$ cat src/logic/ccfg_cfg.svh
`ifndef CCFG_CFG_SVH
`define CCFG_CFG_SVH

// ==========================================================
// Programming space map
`define CCFG_CFG_ADDR 14'h2007
`define CCFG_TEST_LO 14'h2000
`define CCFG_TEST_HI 14'h3fff
`define CCFG_PM_TOP 14'h0fff
`define CCFG_CAL_BASE 14'h2010
`define CCFG_CAL_AW 4
`define CCFG_CAL_FREQ_IDX 4'h0

// ==========================================================
// Configuration word fields
`define CCFG_CW_ERASED 14'h3fff
`define CCFG_CW_CPC 7
`define CCFG_CW_PROGRAM_PROTECT_HI 5
`define CCFG_CW_PROGRAM_PROTECT_LO 4
`define CCFG_CW_POWERUP_TIMER_ENABLE_N 3
`define CCFG_CW_WATCHDOG_ENABLE 2
`define CCFG_CW_CLOCK_SOURCE_SELECT 0

// ==========================================================
// Register indices (byte address is four times the index)
`define CCFG_IDX_AUX 12'h09e
`define CCFG_IDX_PADDR 12'h0a0
`define CCFG_IDX_PDATA 12'h0a1
`define CCFG_IDX_PCTRL 12'h0a2
`define CCFG_IDX_PSTAT 12'h0a3
`define CCFG_AUX_RESET 7'h00
`define CCFG_PCTRL_RD 0
`define CCFG_PCTRL_WR 1
`define CCFG_PSTAT_REFUSED 2

// ==========================================================
// Clocking
`define CCFG_INT_OSC_HZ 4000000
`define CCFG_CLK_OUT_DIV 4

`endif

$ cat src/logic/ccfg_pkg.sv
`default_nettype none
package ccfg_pkg;
    // ==========================================================
    // Auxiliary pin control, bits 7..1 (bit 0 is the live pin)
    typedef struct packed {
        logic hold;     // Serial clock stretch enable
        logic gnd_d;    // Fourth port pair ground select
        logic gnd_c;    // Third port pair ground select
        logic pair;     // Serial pin pair select
        logic smbus;    // SMBus thresholds
        logic clkout;   // Clock-out enable
        logic pin_b;    // Pin B output latch
    } ccfg_aux_s;

    // Programming sequencer
    typedef enum logic [1:0] {PS_IDLE, PS_ISSUE, PS_CAPTURE} ccfg_pstate_e;
    typedef enum logic [1:0] {TG_PM, TG_CAL, TG_CFG, TG_NONE} ccfg_tgt_e;

    // Main block state
    typedef struct packed {
        ccfg_aux_s aux;
        logic [13:0] cfg_word;
        logic [13:0] prog_addr;
        logic [13:0] prog_data;
        logic refused;
        ccfg_pstate_e pst;
        ccfg_tgt_e tgt;
        logic op_wr;
        logic [31:0] prdata;
        logic [1:0] div;
        logic pin_b_out;
        logic pin_b_oe;
        logic pin_a_prev;
        logic btn_evt;
        logic pm_req;
        logic pm_we;
    } ccfg_state_s;
endpackage : ccfg_pkg
`default_nettype wire

$ cat src/logic/ccfg_calmem.sv
`include "ccfg_cfg.svh"
`default_nettype none
// ==========================================================
// Calibration area store, registered read data, erased to ones
module ccfg_calmem import ccfg_pkg::*; #(
    parameter int AW = `CCFG_CAL_AW,
    parameter int DW = 14
) (
    // Clock and reset
    input wire logic pclk,
    input wire logic presetn,
    // Access port
    input wire logic we,
    input wire logic [AW-1:0] addr,
    input wire logic [DW-1:0] wdata,
    output logic [DW-1:0] rdata
);
    typedef struct packed {
        logic [(1<<AW)-1:0][DW-1:0] mem; // Word array
        logic [DW-1:0] rd;               // Read register
    } ccfg_mem_s;

    ccfg_mem_s st;
    ccfg_mem_s next_st;

    // One-time cells only clear bits on a write
    always_comb begin
        next_st = st;
        next_st.rd = st.mem[addr];
        if (we) begin
            next_st.mem[addr] = st.mem[addr] & wdata;
        end
    end

    // Storage register
    always_ff @(posedge pclk or negedge presetn) begin
        if (!presetn) begin
            st <= '1;
        end else begin
            st <= next_st;
        end
    end

    assign rdata = st.rd;
endmodule // ccfg_calmem
`default_nettype wire

$ cat src/logic/ccfg_sync.sv
`include "ccfg_cfg.svh"
`default_nettype none
// ==========================================================
// Three-stage pin synchroniser, change taken when stages 2 and 3 agree
module ccfg_sync import ccfg_pkg::*; #(
    parameter int W = 2
) (
    // Clock and reset
    input wire logic pclk,
    input wire logic presetn,
    // Asynchronous pins and filtered result
    input wire logic [W-1:0] din,
    output logic [W-1:0] dout
);
    typedef struct packed {
        logic [W-1:0] s1;   // Metastable stage, read only by s2
        logic [W-1:0] s2;
        logic [W-1:0] s3;
        logic [W-1:0] q;    // Accepted level
    } ccfg_sync_s;

    ccfg_sync_s st;
    ccfg_sync_s next_st;

    // Shift and accept agreed bits
    always_comb begin
        next_st = st;
        next_st.s1 = din;
        next_st.s2 = st.s1;
        next_st.s3 = st.s2;
        for (int i = 0; i < W; i++) begin
            if (st.s2[i] == st.s3[i]) begin
                next_st.q[i] = st.s3[i];
            end
        end
    end

    // State register, pins assumed high (pull-up) at reset
    always_ff @(posedge pclk or negedge presetn) begin
        if (!presetn) begin
            st <= '1;
        end else begin
            st <= next_st;
        end
    end

    assign dout = st.q;
endmodule // ccfg_sync
`default_nettype wire

$ cat src/logic/ccfg_top.sv
`include "ccfg_cfg.svh"
`default_nettype none
// ==========================================================
// Configuration word decode and auxiliary pin control
module ccfg_top import ccfg_pkg::*; (
    // Clock and reset
    input wire logic pclk,
    input wire logic presetn,
    // APB slave
    input wire logic [11:0] paddr,
    input wire logic psel,
    input wire logic penable,
    input wire logic pwrite,
    input wire logic [31:0] pwdata,
    output logic [31:0] prdata,
    output logic pready,
    output logic pslverr,
    // Programming mode pin
    input wire logic prog_mode_pin,
    // Program memory access port
    output logic pm_req,
    output logic pm_we,
    output logic [11:0] pm_addr,
    output logic [13:0] pm_wdata,
    input wire logic [13:0] pm_rdata,
    // Oscillator pins
    input wire logic clock_pin_a_in,
    output logic clock_pin_a_pullup_en,
    output logic clock_pin_b_out,
    output logic clock_pin_b_oe,
    output logic crystal_amp_en,
    // CPU interrupt source
    input wire logic button_irq_enable,
    output logic button_event,
    // Decoded configuration
    output logic powerup_timer_en,
    output logic watchdog_en,
    output logic int_osc_sel,
    // Serial port controls
    input wire logic rx_buffer_full,
    output logic serial_clock_hold_low,
    output logic port_d_ground_select,
    output logic port_c_ground_select,
    output logic serial_pin_pair_select,
    output logic smbus_thresholds
);
    // ==========================================================
    // Helpers
    function automatic logic [11:0] reg_addr(input logic [11:0] idx);
        return {idx[9:0], 2'b00};
    endfunction

    function automatic ccfg_tgt_e region(input logic [13:0] a);
        if (a <= `CCFG_PM_TOP) begin
            return TG_PM;
        end else if (a[13:`CCFG_CAL_AW] == 10'(`CCFG_CAL_BASE >> `CCFG_CAL_AW)) begin
            return TG_CAL;
        end else if (a == `CCFG_CFG_ADDR) begin
            return TG_CFG;
        end else begin
            return TG_NONE;
        end
    endfunction

    ccfg_state_s st;
    ccfg_state_s next_st;
    logic [1:0] sync_q;      // Filtered prog mode and pin A
    logic prog_mode;         // Programming mode active
    logic pin_a;             // Filtered pin A level
    logic [13:0] cal_rdata;  // Calibration read data
    logic cal_we;            // Calibration write strobe
    logic in_int;            // Internal oscillator selected
    logic calib_protect_bit;               // Calibration writable
    logic pm_open;           // Program area accessible
    logic setup;             // APB setup phase
    logic access;            // APB completing access
    logic hit_aux;
    logic hit_paddr;
    logic hit_pdata;
    logic hit_pctrl;
    logic hit_pstat;
    logic mapped;
    logic [7:0] aux_rd;      // Auxiliary register read view

    // ==========================================================
    // Pin synchronisers and calibration store
    ccfg_sync #(.W(2)) u_sync (
        .pclk(pclk),
        .presetn(presetn),
        .din({prog_mode_pin, clock_pin_a_in}),
        .dout(sync_q)
    );
    assign prog_mode = sync_q[1];
    assign pin_a = sync_q[0];

    ccfg_calmem u_cal (
        .pclk(pclk),
        .presetn(presetn),
        .we(cal_we),
        .addr(st.prog_addr[`CCFG_CAL_AW-1:0]),
        .wdata(st.prog_data),
        .rdata(cal_rdata)
    );

    // ==========================================================
    // Configuration decode, zero means programmed
    assign calib_protect_bit = st.cfg_word[`CCFG_CW_CPC];
    assign pm_open = st.cfg_word[`CCFG_CW_PROGRAM_PROTECT_HI] & st.cfg_word[`CCFG_CW_PROGRAM_PROTECT_LO];
    assign powerup_timer_en = ~st.cfg_word[`CCFG_CW_POWERUP_TIMER_ENABLE_N];
    assign watchdog_en = st.cfg_word[`CCFG_CW_WATCHDOG_ENABLE];
    assign in_int = st.cfg_word[`CCFG_CW_CLOCK_SOURCE_SELECT];
    assign int_osc_sel = in_int;
    assign crystal_amp_en = ~in_int;
    assign clock_pin_a_pullup_en = in_int;

    // Serial port controls from the register, clock hold also gated by rx_buffer_full
    assign serial_clock_hold_low = st.aux.hold & rx_buffer_full;
    assign port_d_ground_select = st.aux.gnd_d;
    assign port_c_ground_select = st.aux.gnd_c;
    assign serial_pin_pair_select = st.aux.pair;
    assign smbus_thresholds = st.aux.smbus;

    // ==========================================================
    // APB decode, zero wait states
    assign setup = psel & ~penable;
    assign access = psel & penable;
    assign hit_aux = paddr == reg_addr(`CCFG_IDX_AUX);
    assign hit_paddr = paddr == reg_addr(`CCFG_IDX_PADDR);
    assign hit_pdata = paddr == reg_addr(`CCFG_IDX_PDATA);
    assign hit_pctrl = paddr == reg_addr(`CCFG_IDX_PCTRL);
    assign hit_pstat = paddr == reg_addr(`CCFG_IDX_PSTAT);
    assign mapped = hit_aux | hit_paddr | hit_pdata | hit_pctrl | hit_pstat;
    assign pready = 1'b1;
    assign pslverr = access & ~mapped;
    // Pin A live only in internal mode, bit 0 not writable
    assign aux_rd = {st.aux, in_int & pin_a};
    // Calibration write only when unprotected
    assign cal_we = (st.pst == PS_ISSUE) && (st.tgt == TG_CAL) && st.op_wr && calib_protect_bit;

    // ==========================================================
    // Next-state logic
    always_comb begin
        next_st = st;
        next_st.pm_req = 1'b0;
        next_st.pm_we = 1'b0;
        // Read data captured in setup phase
        if (setup && !pwrite) begin
            unique case (1'b1)
                hit_aux: next_st.prdata = {24'h000000, aux_rd};
                hit_paddr: next_st.prdata = {18'h00000, st.prog_addr};
                hit_pdata: next_st.prdata = {18'h00000, st.prog_data};
                hit_pstat: next_st.prdata = {28'h0000000, in_int, st.refused, st.pst != PS_IDLE, prog_mode};
                default: next_st.prdata = 32'h00000000;
            endcase
        end
        // Register writes at the completing edge
        if (access && pwrite) begin
            if (hit_aux) begin
                next_st.aux = ccfg_aux_s'(pwdata[7:1]);
            end
            if (hit_paddr && st.pst == PS_IDLE) begin
                next_st.prog_addr = pwdata[13:0];
            end
            if (hit_pdata && st.pst == PS_IDLE) begin
                next_st.prog_data = pwdata[13:0];
            end
            if (hit_pstat && pwdata[`CCFG_PSTAT_REFUSED]) begin
                next_st.refused = 1'b0;
            end
        end
        // Programming sequencer
        unique case (st.pst)
            PS_IDLE: begin
                if (access && pwrite && hit_pctrl &&
                    (pwdata[`CCFG_PCTRL_RD] || pwdata[`CCFG_PCTRL_WR])) begin
                    next_st.op_wr = pwdata[`CCFG_PCTRL_WR];
                    next_st.tgt = region(st.prog_addr);
                    if (!prog_mode) begin
                        next_st.refused = 1'b1;
                    end else begin
                        unique case (region(st.prog_addr))
                            TG_PM: begin
                                if (pm_open) begin
                                    next_st.pm_req = 1'b1;
                                    next_st.pm_we = pwdata[`CCFG_PCTRL_WR];
                                    next_st.pst = PS_ISSUE;
                                end else begin
                                    next_st.refused = 1'b1;
                                end
                            end
                            TG_CAL: begin
                                next_st.pst = PS_ISSUE;
                                if (pwdata[`CCFG_PCTRL_WR] && !calib_protect_bit) begin
                                    next_st.refused = 1'b1;
                                end
                            end
                            TG_CFG: begin
                                if (pwdata[`CCFG_PCTRL_WR]) begin
                                    next_st.cfg_word = st.cfg_word & st.prog_data;
                                end else begin
                                    next_st.prog_data = st.cfg_word;
                                end
                            end
                            TG_NONE: begin
                                next_st.refused = 1'b1;
                            end
                        endcase
                    end
                end
            end
            PS_ISSUE: begin
                next_st.pst = PS_CAPTURE;
            end
            PS_CAPTURE: begin
                if (!st.op_wr) begin
                    next_st.prog_data = (st.tgt == TG_PM) ? pm_rdata : cal_rdata;
                end
                next_st.pst = PS_IDLE;
            end
            default: begin
                next_st.pst = PS_IDLE;
            end
        endcase
        // Clock divider and pin B drive
        next_st.div = st.div + 2'd1;
        next_st.pin_b_oe = in_int;
        if (!in_int) begin
            next_st.pin_b_out = 1'b0;
        end else if (st.aux.clkout) begin
            next_st.pin_b_out = st.div[1];
        end else begin
            next_st.pin_b_out = st.aux.pin_b;
        end
        // Falling edge of pin A as button event
        next_st.pin_a_prev = pin_a;
        next_st.btn_evt = in_int & button_irq_enable & st.pin_a_prev & ~pin_a;
    end

    // State register
    always_ff @(posedge pclk or negedge presetn) begin
        if (!presetn) begin
            st <= '0;
            st.cfg_word <= `CCFG_CW_ERASED;
            st.aux <= `CCFG_AUX_RESET;
            st.pin_a_prev <= 1'b1;
        end else begin
            st <= next_st;
        end
    end

    assign prdata = st.prdata;
    assign pm_req = st.pm_req;
    assign pm_we = st.pm_we;
    assign pm_addr = st.prog_addr[11:0];
    assign pm_wdata = st.prog_data;
    assign clock_pin_b_out = st.pin_b_out;
    assign clock_pin_b_oe = st.pin_b_oe;
    assign button_event = st.btn_evt;

    logic cmd;  // Programming command accepted at this edge
    assign cmd = access && pwrite && hit_pctrl && st.pst == PS_IDLE && (pwdata[1] || pwdata[0]);
endmodule // ccfg_top
`default_nettype wire

$ cat config.mk
export PLATFORM = sky130hd
export DESIGN_NAME = ccfg_top
export DESIGN_NICKNAME = d
export VERILOG_FILES = /design/src/logic/ccfg_pkg.sv /design/src/logic/ccfg_calmem.sv /design/src/logic/ccfg_sync.sv /design/src/logic/ccfg_top.sv
export VERILOG_INCLUDE_DIRS = /design/src /design/src/logic
export SDC_FILE = /design/constraint.sdc
export NUM_CORES = 1
export LEC_CHECK = 0
export BUFFER_PORTS_ARGS = -buffer_cell sky130_fd_sc_hd__buf_2
export CORE_UTILIZATION = 55
export CTS_CLUSTER_DIAMETER = 200
export DETAILED_ROUTE_END_ITERATION = 12
export PLACE_DENSITY_LB_ADDON = 0.15
export SLEW_MARGIN = 20
export SYNTH_ARGS = -nofsm -noshare
export SYNTH_HDL_FRONTEND = slang
export SYNTH_SLANG_ARGS = --single-unit
$ cat constraint.sdc
create_clock -name pclk -period 3.3 [get_ports pclk]
set_input_delay 0.165 -clock pclk [delete_from_list [all_inputs] [get_ports pclk]]
set_output_delay 0.165 -clock pclk [all_outputs]
set_load 0.01 [all_outputs]
==> key figures, run 1 <==
Worst setup path
  • First element of the critical path: calib_protect_bit
  • WP data arrival: 3.04 ns
  • Largest delay share family, worst path: simple AND/OR/NAND/NOR gates
  • Type of the worst setup path: reg2reg
  • Worst Path Required: 3.73 ns
  • Cell type of the slowest stage on the worst timing path: sky130_fd_sc_hd__or4b_1
  • Worst path bufs/invs: 1
  • Max Fanout on Critical Path: 12
  • Startpoint of the worst-slack reg-to-reg timing path: calib_protect_bit
  • Crit-path max cell delay: 0.58 ns
  • Endpoint class of the critical path: flop
  • Worst-path cell chain: nand4b_1 > or4b_1 > or2_2 > nor3_2 > buf_4 > mux2_2
  • Critical path startpoint category: flop

Clock tree
  • TritonCTS clock tree: done
  • Number of sinks driven by the clock tree: 323
  • Root buffer cell: sky130_fd_sc_hd__clkbuf_16
  • Number of CTS-inserted buffers: 34
  • Clock edge transition at the registers on the reported setup and hold paths: 0.06 ns
  • H-tree lvl count: 2
  • Post-CTS resize count: 0
  • CTS Buffer Depth: 3
  • Worst-Skew Late Latency: 0.51 ns

Floorplan
  • Initial cell density of the core: 0.566
  • Num ports: 142
  • Area of the die: 0.0287 mm²
  • Die Height: 169 µm
  • Die Span X: 169 µm
  • Core area: 0.0273 mm²
  • Number of rows in the core area: 60

Placed design
  • Port-buffer cells: 104
  • HPWL Detailed: 23800 µm
  • Routability-driven placement congestion ratio: 0.830

STA
  • Final worst path period need: 2.60 ns
  • Post-route fraction of the period consumed by the critical path: 0.789
  • Final worst clock skew: 0.0121 ns
  • Timing-limited maximum frequency: 384 MHz
  • Max-slew violation count: 0
  • Unrepaired setup endpoints after global routing: false
  • Tightest slew margin relative to the limit: 0.357
  • Number of failing hold endpoints at the final stage: 0
  • Final TNS setup: 0 ns
  • Total of endpoints with negative setup slack in the final report: 0
  • Worst Max-Slew Pin Slew: 0.961 ns

Power
  • Total power of the final layout: 7.95 mW
  • Leakage dissipation: 7.28 nW
  • Maximum vdd ir drop: 0.518 mV
  • Power density over the cells: 458 mW/mm²

Routing
  • Violation count after the first detailed-routing iteration: 476
  • Total iterations of the first detailed-routing run: 5
  • Vias after detailed routing: 9292
  • DRC violation count after routing: 0
  • Mean number of vias per cell: 5.93
  • Wire length per cell: 23.5 µm
  • Wire length after detailed routing: 36700 µm
  • Number of nets with antenna violations after routing: 0

Logic synthesis
  • Post-synthesis sequential element count: 323
  • Yosys warnings: 0
  • Sequential element share of the synthesized area: 0.546
  • Simple-gate share of the synthesized area: 0.0711
  • Post-synth top area share: 0.445
  • Average cell area after synthesis: 14.4 µm²
  • XOR/XNOR share of the synthesized area: 0.000568
  • Post-synth EDFFs: 0
  • Area share of fa/ha/maj cells after synthesis: 0.00130
  • Distinct cells, synth: 51
  • Most frequently used flop master after synthesis: sky130_fd_sc_hd__dfstp_2
  • Async set or reset register ratio after synthesis: 1.00
  • Dominant combinational cell family by area after synthesis: multiplexers
  • Cell area after synthesis: 0.0154 mm²
  • Synth area leaders: sky130_fd_sc_hd__dfstp_2, sky130_fd_sc_hd__mux2_2, sky130_fd_sc_hd__mux4_2
  • Post-synthesis compound-gate area fraction: 0.0424
  • Multiplexer area fraction after synthesis: 0.290
  • Cell type with the highest aggregate area in the netlist: sky130_fd_sc_hd__dfstp_2
  • Count of mapped cells out of synthesis: 1074

Outcome
  • Result of the run: completed

GRT
  • Wire length of the first global-routing pass: 57100 µm
  • Antenna violations before repair: 2
  • Overflow left after global routing: 0
  • GRT Overall Usage: 0.266
  • Pin count of the biggest net entering global routing: 94
  • Number of global-route vias before repair: 9535

Layout
  • Total of fill cells in the finished design: 2070
  • Ratio of cells with drive above 1 in the final layout: 0.667
  • Layout overhead on the synthesized area: 12.7%
  • Share of the core filled with cells in the final layout: 0.637
  • Number of nets in the layout: 1235

Hold path
  • Worst hold path startpoint: paddr[2]
  • Worst min path class: in2reg

Job
  • Max_cap viols: 0
## tightest hold or removal path: cells and delay by family
family / cells / cell delay, ns
compound gates: 2 / 0.14
buf+inv: 1 / 0.13
simple gates: 1 / 0.08
## cell families (layout without fill, tap and decap cells)
| family | after synthesis | count (layout) |
|---|---|---|
| xor gates and xnor gates | 1 | 1 |
| AOI/OAI and AO/OA | 102 | 102 |
| DFF | 323 | 323 |
| and+or+nand+nor | 193 | 193 |
| adders and majority gates | 2 | 2 |
| muxes | 329 | 329 |
| buffers and inverters | 122 | 225 |
| other | 2 | 20 |
## synthesized netlist by cell type, drive strengths merged (9+ instances only)
cell	n
a21oi	33
a22oi	9
and2	61
buf	94
clkbuf	22
dfrtp	62
dfstp	261
mux2	244
mux2i	15
mux4	70
nand2	65
nor2	13
nor3	9
o21a	14
o21ai	30
## power by group
| group | switching [mW] | internal [mW] | total, mW |
|---|---|---|---|
| Combinational | 0.125 | 0.0539 | 0.178 |
| Clock | 1.52 | 2.25 | 3.77 |
| Sequential | 0.00790 | 3.99 | 4.00 |
| Total | 1.66 | 6.29 | 7.95 |
## cell usage in the layout, fill, tap and decap left out, drive strengths merged, types with 2 or more instances in the layout
cell         count
nand4            2
mux4            70
o21ai           30
nor4             3
clkinv           8
dfrtp           62
mux2           244
maj3             2
dfstp          261
nor2            13
a22o             6
a31oi            4
nor3             9
nand2b           2
nor4bb           2
or3              3
mux2i           15
nor2b            5
dlygate4sd3     18
a22oi            9
o31ai            2
or2              5
nand3            6
nand2           65
and2            61
conb            19
and3             5
a21oi           33
inv              6
buf            139
clkbuf          54
and4b            2
or4b             3
o21a            14
nor4b            3
## area by class of cell
cell class | count | area, µm² | area share
Clock buffer | 54 | 1080 | 0.0622
Tap cell | 372 | 465 | 0.0268
Multi-Input combinational cell | 646 | 6330 | 0.365
Timing Repair Buffer | 157 | 1010 | 0.0582
Clock inverter | 8 | 40.0 | 0.00230
Inverter | 6 | 22.5 | 0.00130
Sequential cell | 323 | 8410 | 0.484
Antenna cell | 1 | 2.50 | 0.000144
## stage by stage
step                cell area [µm²]  setup slack (ns)  std cells  hold WS [ns]
global placement              16100             0.690       1486         0.244
CTS                           17400             0.697       1566        0.0206
floorplan                     15500             0.911       1091        -0.131
detailed placement            16100             0.633       1486         0.248
global route                  17400             0.600       1566        0.0544
finish                        17400             0.695       1567        0.0345
## what timing repair did
action | 4_1_cts | 5_1_grt
setup endpoints to repair | 0 | 0
buffers inserted | 0 | 0
hold endpoints to repair | 41 | 0
hold buffers | 18 | 0
## sequential cells by signal, indices dropped and copies added (netlist names), 2 cells and up
signal / count
u_cal.st: 224
st: 22
pm_wdata: 14
prdata: 14
u_cal.rdata: 14
pm_addr: 12
u_sync.next_st: 4
aux_rd: 3
u_sync.dout: 2
u_sync.st: 2
## per-layer routing
| layer | vias up | wire length [µm] | track usage |
|---|---|---|---|
| li1 | 4028 | - | - |
| met1 | 4946 | 16500 | 0.377 |
| met2 | 261 | 17600 | 0.427 |
| met3 | 57 | 1840 | 0.0422 |
| met4 | 0 | 887 | 0.0779 |
| met5 | - | 0 | 0 |
## final timing paths
| kind | to | slack, ns | cells past startpoint |
|---|---|---|---|
| min reg2reg | u_sync.next_st[2] | 0.36 | 0 |
| max | u_cal.st[63] | 0.70 | 6 |
| max reg2reg | u_cal.st[63] | 0.70 | 6 |
| min | st[45] | 0.03 | 4 |
| max in group asynchronous | u_cal.st[216] | 2.06 | 3 |
| min in group asynchronous | clock_pin_b_oe | 0.32 | 2 |
(Power assumes the default switching activity.)
==> run 2, diff against run 1 <==
==> constraint.sdc (replaced) <==
create_clock -name pclk -period 2.6 [get_ports pclk]
set_input_delay 0.13 -clock pclk [delete_from_list [all_inputs] [get_ports pclk]]
set_output_delay 0.13 -clock pclk [all_outputs]
set_load 0.01 [all_outputs]
==> key figures, run 2 (same netlist as run 1, synthesis figures left out) <==
Outcome
  • Result of the run: completed (unchanged)

Worst setup path
  • WP data arrival: 2.90 ns (was 3.04 ns)
  • Type of the worst setup path: reg2reg (unchanged)
  • Cell type of the slowest stage on the worst timing path: sky130_fd_sc_hd__or4b_1 (unchanged)
  • Largest delay share family, worst path: simple AND/OR/NAND/NOR gates (unchanged)
  • Endpoint class of the critical path: flop (unchanged)
  • Startpoint of the worst-slack reg-to-reg timing path: calib_protect_bit (unchanged)
  • Critical path startpoint category: flop (unchanged)
  • Worst Path Required: 3.03 ns (was 3.73 ns)
  • Worst path bufs/invs: 1 (unchanged)
  • Total number of cells along the worst setup path: 6 (unchanged)
  • Crit-path max cell delay: 0.57 ns (was 0.58 ns)
  • Length in cells of the worst reg-to-reg path: 6 (unchanged)
  • Max Fanout on Critical Path: 9 (was 12)
  • Worst-path cell chain: nand4b_1 > or4b_1 > or2_2 > nor3b_2 > buf_4 > mux2_2 (was nand4b_1 > or4b_1 > or2_2 > nor3_2 > buf_4 > mux2_2)
  • First element of the critical path: calib_protect_bit (unchanged)

Clock tree
  • Post-CTS Repair Setup Buffers: 0 (unchanged)
  • Worst-Skew Late Latency: 0.51 ns (about the same)
  • Root buffer cell: sky130_fd_sc_hd__clkbuf_16 (unchanged)
  • Number of CTS-inserted buffers: 36 (was 34)
  • TritonCTS clock tree: done (unchanged)
  • CTS Buffer Depth: 3 (unchanged)
  • Number of sinks driven by the clock tree: 323 (unchanged)
  • Clock edge transition at the registers on the reported setup and hold paths: 0.06 ns (about the same)
  • H-tree lvl count: 2 (unchanged)

Power
  • Fraction of power spent switching nets: 0.203 (was 0.208)
  • Portion of total power attributed to sequential cells: 0.488 (was 0.503)
  • Leakage dissipation: 7.37 nW (was 7.28 nW)
  • Clock power share: 0.489 (was 0.474)
  • Design internal power: 8.28 mW (was 6.29 mW)
  • Maximum vdd ir drop: 0.505 mV (was 0.518 mV)
  • Power density over the cells: 591 mW/mm² (was 458 mW/mm²)
  • Psw: 2.12 mW (was 1.66 mW)
  • Combinational share of power: 0.023 (was 0.022)

STA
  • Final worst path period need: 2.47 ns (was 2.60 ns)
  • Tightest slew margin relative to the limit: 0.373 (was 0.357)
  • Final worst clock skew: 0.0192 ns (was 0.0121 ns)
  • Setup WS post-layout: 0.130 ns (was 0.695 ns)
  • Final TNS setup: 0 ns (unchanged)
  • Timing-limited maximum frequency: 405 MHz (was 384 MHz)
  • Worst hold slack: 0.00606 ns (was 0.0345 ns)
  • Total of endpoints with negative setup slack in the final report: 0 (unchanged)
  • Number of failing hold endpoints at the final stage: 0 (unchanged)
  • Post-route fraction of the period consumed by the critical path: 0.950 (was 0.789)
  • Max-slew violation count: 0 (unchanged)
  • Unrepaired setup endpoints after global routing: false (unchanged)
  • Worst Max-Slew Pin Slew: 0.939 ns (was 0.961 ns)

Placed design
  • HPWL Detailed: 23600 µm (was 23800 µm)
  • Routability-driven placement congestion ratio: 0.814 (was 0.830)
  • Port-buffer cells: 104 (unchanged)
  • Placement Setup Slack: 0.157 ns (was 0.633 ns)
  • # placed instances: 1494 (was 1486)

Layout
  • Ratio of cells with drive above 1 in the final layout: 0.667 (unchanged)
  • Total of fill cells in the finished design: 2003 (was 2070)
  • Max FFs per register: 224 (unchanged)
  • Largest regs: u_cal.st (224), st (22) (unchanged)
  • Most frequent cells in the layout: sky130_fd_sc_hd__dfstp_2, sky130_fd_sc_hd__mux2_2, sky130_fd_sc_hd__buf_2, sky130_fd_sc_hd__mux4_2, sky130_fd_sc_hd__nand2_1 (unchanged)
  • Most common library cell in the layout ignoring fill and taps: sky130_fd_sc_hd__dfstp_2 (unchanged)
  • Number of nets in the layout: 1249 (was 1235)
  • Register with the highest flop count: u_cal.st (unchanged)
  • Number of standard cells in the final layout excluding fillers: 1579 (was 1567)
  • Layout overhead on the synthesized area: 14.1% (was 12.7%)

GRT
  • Pin count of the biggest net entering global routing: 84 (was 94)
  • Overflow left after global routing: 0 (unchanged)
  • GRT Overall Usage: 0.264 (was 0.266)
  • Wire length of the first global-routing pass: 56400 µm (was 57100 µm)
  • Number of global-route vias before repair: 9333 (was 9535)
  • Antenna violations before repair: 5 (was 2)

Routing
  • Wire length after detailed routing: 36400 µm (was 36700 µm)
  • DRC violation count after routing: 0 (unchanged)
  • Total iterations of the first detailed-routing run: 5 (unchanged)
  • Vias after detailed routing: 9296 (was 9292)
  • Number of nets with antenna violations after routing: 0 (unchanged)
  • Violation count after the first detailed-routing iteration: 671 (was 476)
  • Wire length per cell: 23.0 µm (was 23.5 µm)
  • Mean number of vias per cell: 5.89 (was 5.93)

Floorplan
  • Num ports: 142 (unchanged)
  • Die Span X: 169 µm (unchanged)
  • Die Height: 169 µm (unchanged)
  • Initial cell density of the core: 0.566 (unchanged)
  • Area of the die: 0.0287 mm² (unchanged)
  • Number of rows in the core area: 60 (unchanged)
  • Core area: 0.0273 mm² (unchanged)

Job
  • Max_cap viols: 0 (unchanged)

Hold path
  • Worst hold path startpoint: pm_rdata[10] (was paddr[2])
  • Worst hold path stage count: 5 (was 4)
  • Worst min path class: in2reg (unchanged)
## run 2: stage by stage
| stage | power (mW) | util | instance area (µm²) |
|---|---|---|---|
| after floorplan | 5.21 | - | 15500 |
| after global placement | 5.36 | 0.593 | 16200 |
| after detailed placement | 5.37 | 0.593 | 16200 |
| after CTS | 10.5 | 0.645 | 17600 |
| after global routing | 10.7 | 0.645 | 17600 |
| final | 10.4 | 0.645 | 17600 |
## run 2: layout make-up
class	instances	area, µm²	share of cell area
sequential	323	8410	0.478
multi-input combinational	646	6330	0.360
timing repair buffer	169	1150	0.0655
clock buffer	57	1120	0.0637
tap	372	465	0.0265
clock inverter	5	75.1	0.00427
inverter	6	22.5	0.00128
antenna	1	2.50	0.000142
## run 2: worst paths after layout
| kind | end | slack [ns] |
|---|---|---|
| max | u_cal.st[122] | 0.13 |
| min | pm_wdata[10] | 0.006 |
| max reg2reg | u_cal.st[122] | 0.13 |
| min reg2reg | u_sync.next_st[3] | 0.36 |
| max in group asynchronous | u_cal.st[204] | 1.46 |
| min in group asynchronous | smbus_thresholds | 0.23 |
## run 2: routing by layer
metal | track usage | wire [µm] | up-vias
met5 | 0 | 0 | -
met4 | 0.0685 | 675 | 0
met3 | 0.0378 | 2180 | 50
met2 | 0.411 | 17200 | 302
met1 | 0.390 | 16300 | 4892
li1 | - | - | 4052
## run 2: timing repair
item,4_1_cts,5_1_grt
resized for setup,0,1
endpoints found under the setup margin,0,5
endpoints found under the hold margin,71,0
hold buffers,22,0
## run 2: worst min-delay path, cell delays in order
cell and delay (ns):
sky130_fd_sc_hd__buf_2 0.09, sky130_fd_sc_hd__nand2_1 0.04, sky130_fd_sc_hd__a21oi_1 0.11, sky130_fd_sc_hd__a21oi_1 0.06
sky130_fd_sc_hd__o21ai_2 0.05
## run 2: power groups by stage
| stage | registers, mW | clock network, mW | logic [mW] |
|---|---|---|---|
| 6_report | 5.08 | 5.08 | 0.237 |
| 5_1_grt | 5.07 | 5.40 | 0.267 |
| 2_1_floorplan | 5.15 | 0 | 0.0627 |
| 3_5_place_dp | 5.15 | 0 | 0.216 |
| 3_3_place_gp | 5.15 | 0 | 0.214 |
| 4_1_cts | 5.08 | 5.21 | 0.243 |
==> run 3, diff against run 2 <==
--- a/config.mk
+++ b/config.mk
@@ -7,6 +7,7 @@
 export NUM_CORES = 1
 export LEC_CHECK = 0
 export BUFFER_PORTS_ARGS = -buffer_cell sky130_fd_sc_hd__buf_2
+export CORE_MARGIN = 3
 export CORE_UTILIZATION = 55
 export CTS_CLUSTER_DIAMETER = 200
 export DETAILED_ROUTE_END_ITERATION = 12
@@ -15,3 +16,4 @@
 export SYNTH_ARGS = -nofsm -noshare
 export SYNTH_HDL_FRONTEND = slang
 export SYNTH_SLANG_ARGS = --single-unit
+export TNS_END_PERCENT = 30
==> key figures, run 3 (same netlist as run 1, synthesis figures left out) <==
STA
  • Worst Max-Slew Pin Slew: 0.921 ns (was 0.939 ns)
  • Tightest slew margin relative to the limit: 0.385 (was 0.373)
  • Worst hold slack: 0.00456 ns (was 0.00606 ns)
  • Max-slew violation count: 0 (unchanged)
  • Total of endpoints with negative setup slack in the final report: 0 (unchanged)
  • Final TNS setup: 0 ns (unchanged)
  • Final worst path period need: 2.47 ns (about the same)
  • Setup WS post-layout: 0.133 ns (was 0.130 ns)
  • Post-route fraction of the period consumed by the critical path: 0.949 (was 0.950)
  • Number of failing hold endpoints at the final stage: 0 (unchanged)
  • Final worst clock skew: 0.0127 ns (was 0.0192 ns)
  • Timing-limited maximum frequency: 405 MHz (about the same)
  • Unrepaired setup endpoints after global routing: false (unchanged)

Routing
  • Number of nets with antenna violations after routing: 0 (unchanged)
  • Total iterations of the first detailed-routing run: 5 (unchanged)
  • Violation count after the first detailed-routing iteration: 664 (was 671)
  • Vias after detailed routing: 9280 (was 9296)
  • Wire length per cell: 23.4 µm (was 23.0 µm)
  • DRC violation count after routing: 0 (unchanged)
  • Mean number of vias per cell: 5.88 (was 5.89)
  • Amount of wire on met2 after detailed routing: 17300 µm (was 17200 µm)
  • Wire length on met3: 1700 µm (was 2180 µm)
  • Routed met1 length: 16800 µm (was 16300 µm)
  • Wire length after detailed routing: 36900 µm (was 36400 µm)
  • Topmost layer with routed signal wires: met4 (unchanged)

GRT
  • Wire length of the first global-routing pass: 58000 µm (was 56400 µm)
  • Antenna violations before repair: 0 (was 5)
  • Overflow left after global routing: 0 (unchanged)
  • GRT Overall Usage: 0.247 (was 0.264)
  • Pin count of the biggest net entering global routing: 81 (was 84)
  • Number of global-route vias before repair: 9728 (was 9333)

Floorplan
  • Die Height: 173 µm (was 169 µm)
  • Area of the die: 0.0301 mm² (was 0.0287 mm²)
  • Die Span X: 173 µm (was 169 µm)
  • Num ports: 142 (unchanged)
  • Core area: 0.0273 mm² (unchanged)
  • Initial cell density of the core: 0.566 (unchanged)
  • Number of rows in the core area: 60 (unchanged)

Hold path
  • Worst min path class: in2reg (unchanged)
  • Capture endpoint of the worst hold path: pm_wdata[3] (was pm_wdata[10])
  • Worst hold path startpoint: pm_rdata[3] (was pm_rdata[10])
  • Worst hold path stage count: 5 (unchanged)

Layout
  • Ratio of cells with drive above 1 in the final layout: 0.663 (was 0.667)
  • Number of nets in the layout: 1250 (was 1249)
  • Register with the highest flop count: u_cal.st (unchanged)
  • Most common library cell in the layout ignoring fill and taps: sky130_fd_sc_hd__dfstp_2 (unchanged)
  • Layout overhead on the synthesized area: 13.4% (was 14.1%)
  • Most frequent cells in the layout: sky130_fd_sc_hd__dfstp_2, sky130_fd_sc_hd__mux2_2, sky130_fd_sc_hd__buf_2, sky130_fd_sc_hd__mux4_2, sky130_fd_sc_hd__nand2_1 (unchanged)
  • Max FFs per register: 224 (unchanged)
  • Largest regs: u_cal.st (224), st (22) (unchanged)
  • Diodes inserted: 0 (was 1)

Clock tree
  • H-tree lvl count: 2 (unchanged)
  • Clock edge transition at the registers on the reported setup and hold paths: 0.06 ns (about the same)
  • Number of sinks driven by the clock tree: 323 (unchanged)
  • Root buffer cell: sky130_fd_sc_hd__clkbuf_16 (unchanged)
  • CTS Buffer Depth: 3 (unchanged)
  • Worst-Skew Late Latency: 0.51 ns (about the same)
  • Number of CTS-inserted buffers: 36 (unchanged)
  • TritonCTS clock tree: done (unchanged)

Worst setup path
  • Length in cells of the worst reg-to-reg path: 6 (unchanged)
  • Capturing point of the worst reg2reg path: u_cal.st[181] (was u_cal.st[122])
  • Critical path startpoint category: flop (unchanged)
  • WP data arrival: 2.89 ns (was 2.90 ns)
  • Startpoint of the worst-slack reg-to-reg timing path: calib_protect_bit (unchanged)
  • Minimum setup slack among reg-to-reg paths: 0.13 ns (about the same)
  • Max Fanout on Critical Path: 14 (was 9)
  • Endpoint class of the critical path: flop (unchanged)
  • Type of the worst setup path: reg2reg (unchanged)
  • Worst Path Required: 3.02 ns (was 3.03 ns)

Power
  • Power density over the cells: 573 mW/mm² (was 591 mW/mm²)
  • Leakage dissipation: 7.31 nW (was 7.37 nW)
  • Total power of the final layout: 10.0 mW (was 10.4 mW)
  • Maximum vdd ir drop: 0.381 mV (was 0.505 mV)

Outcome
  • Result of the run: completed (unchanged)

Placed design
  • Port-buffer cells: 104 (unchanged)
  • HPWL Detailed: 24200 µm (was 23600 µm)
  • Placement Setup Slack: 0.166 ns (was 0.157 ns)
  • Routability-driven placement congestion ratio: 0.796 (was 0.814)

Job
  • Max_cap viols: 0 (unchanged)
==> run 3: power breakdown <==
group          leakage (nW)  switching, mW  internal (mW)
combinational          3.31          0.160         0.0751
clock                 0.530           1.93           2.77
sequential             3.47        0.00960           5.07
==> run 3: how the worst max path moves through the flow <==
stage,endpoint,startpoint,cells after the start
global placement,st[82],paddr[1],6
floorplan,u_cal.st[115],calib_protect_bit,6
detailed placement,watchdog_en,paddr[1],6
finish,u_cal.st[181],calib_protect_bit,6
global route,u_cal.st[118],calib_protect_bit,6
CTS,u_cal.st[181],calib_protect_bit,6
==> run 3: layer usage <==
| layer | track usage | vias up |
|---|---|---|
| met5 | 0 | - |
| li1 | - | 4048 |
| met4 | 0.0703 | 0 |
| met2 | 0.393 | 252 |
| met3 | 0.0394 | 69 |
| met1 | 0.357 | 4911 |
==> run 3: layout make-up <==
class | instances | area, µm²
fillers | 2019 | 9770
flip-flops and latches | 323 | 8410
multi-input cells | 646 | 6330
repair buffers | 170 | 1160
clock buffers | 57 | 1050
well taps | 372 | 465
clock inverters | 5 | 28.8
inverters | 6 | 22.5
==> run 3: timing repair <==
| action | in CTS | in global routing |
|---|---|---|
| hold endpoints to repair | 53 | 0 |
| hold buffers | 20 | 0 |
| resized for setup | 0 | 0 |
| setup buffers | 0 | 0 |
==> run 3: through the flow <==
stage / util / cell area, µm² / cells
after global routing: 0.641 / 17500 / 1579
after global placement: 0.594 / 16200 / 1497
after CTS: 0.641 / 17500 / 1579
after detailed placement: 0.594 / 16200 / 1497
final: 0.641 / 17500 / 1579
after floorplan: - / 15500 / 1091
==> run 3: critical path: stages (launching register included) <==
cell                       delay (ns)
sky130_fd_sc_hd__dfstp_2         0.55
sky130_fd_sc_hd__nand4b_1        0.14
sky130_fd_sc_hd__or4b_1          0.53
sky130_fd_sc_hd__or2_2           0.36
sky130_fd_sc_hd__nor2b_1         0.24
sky130_fd_sc_hd__buf_12          0.21
sky130_fd_sc_hd__mux2_2          0.35
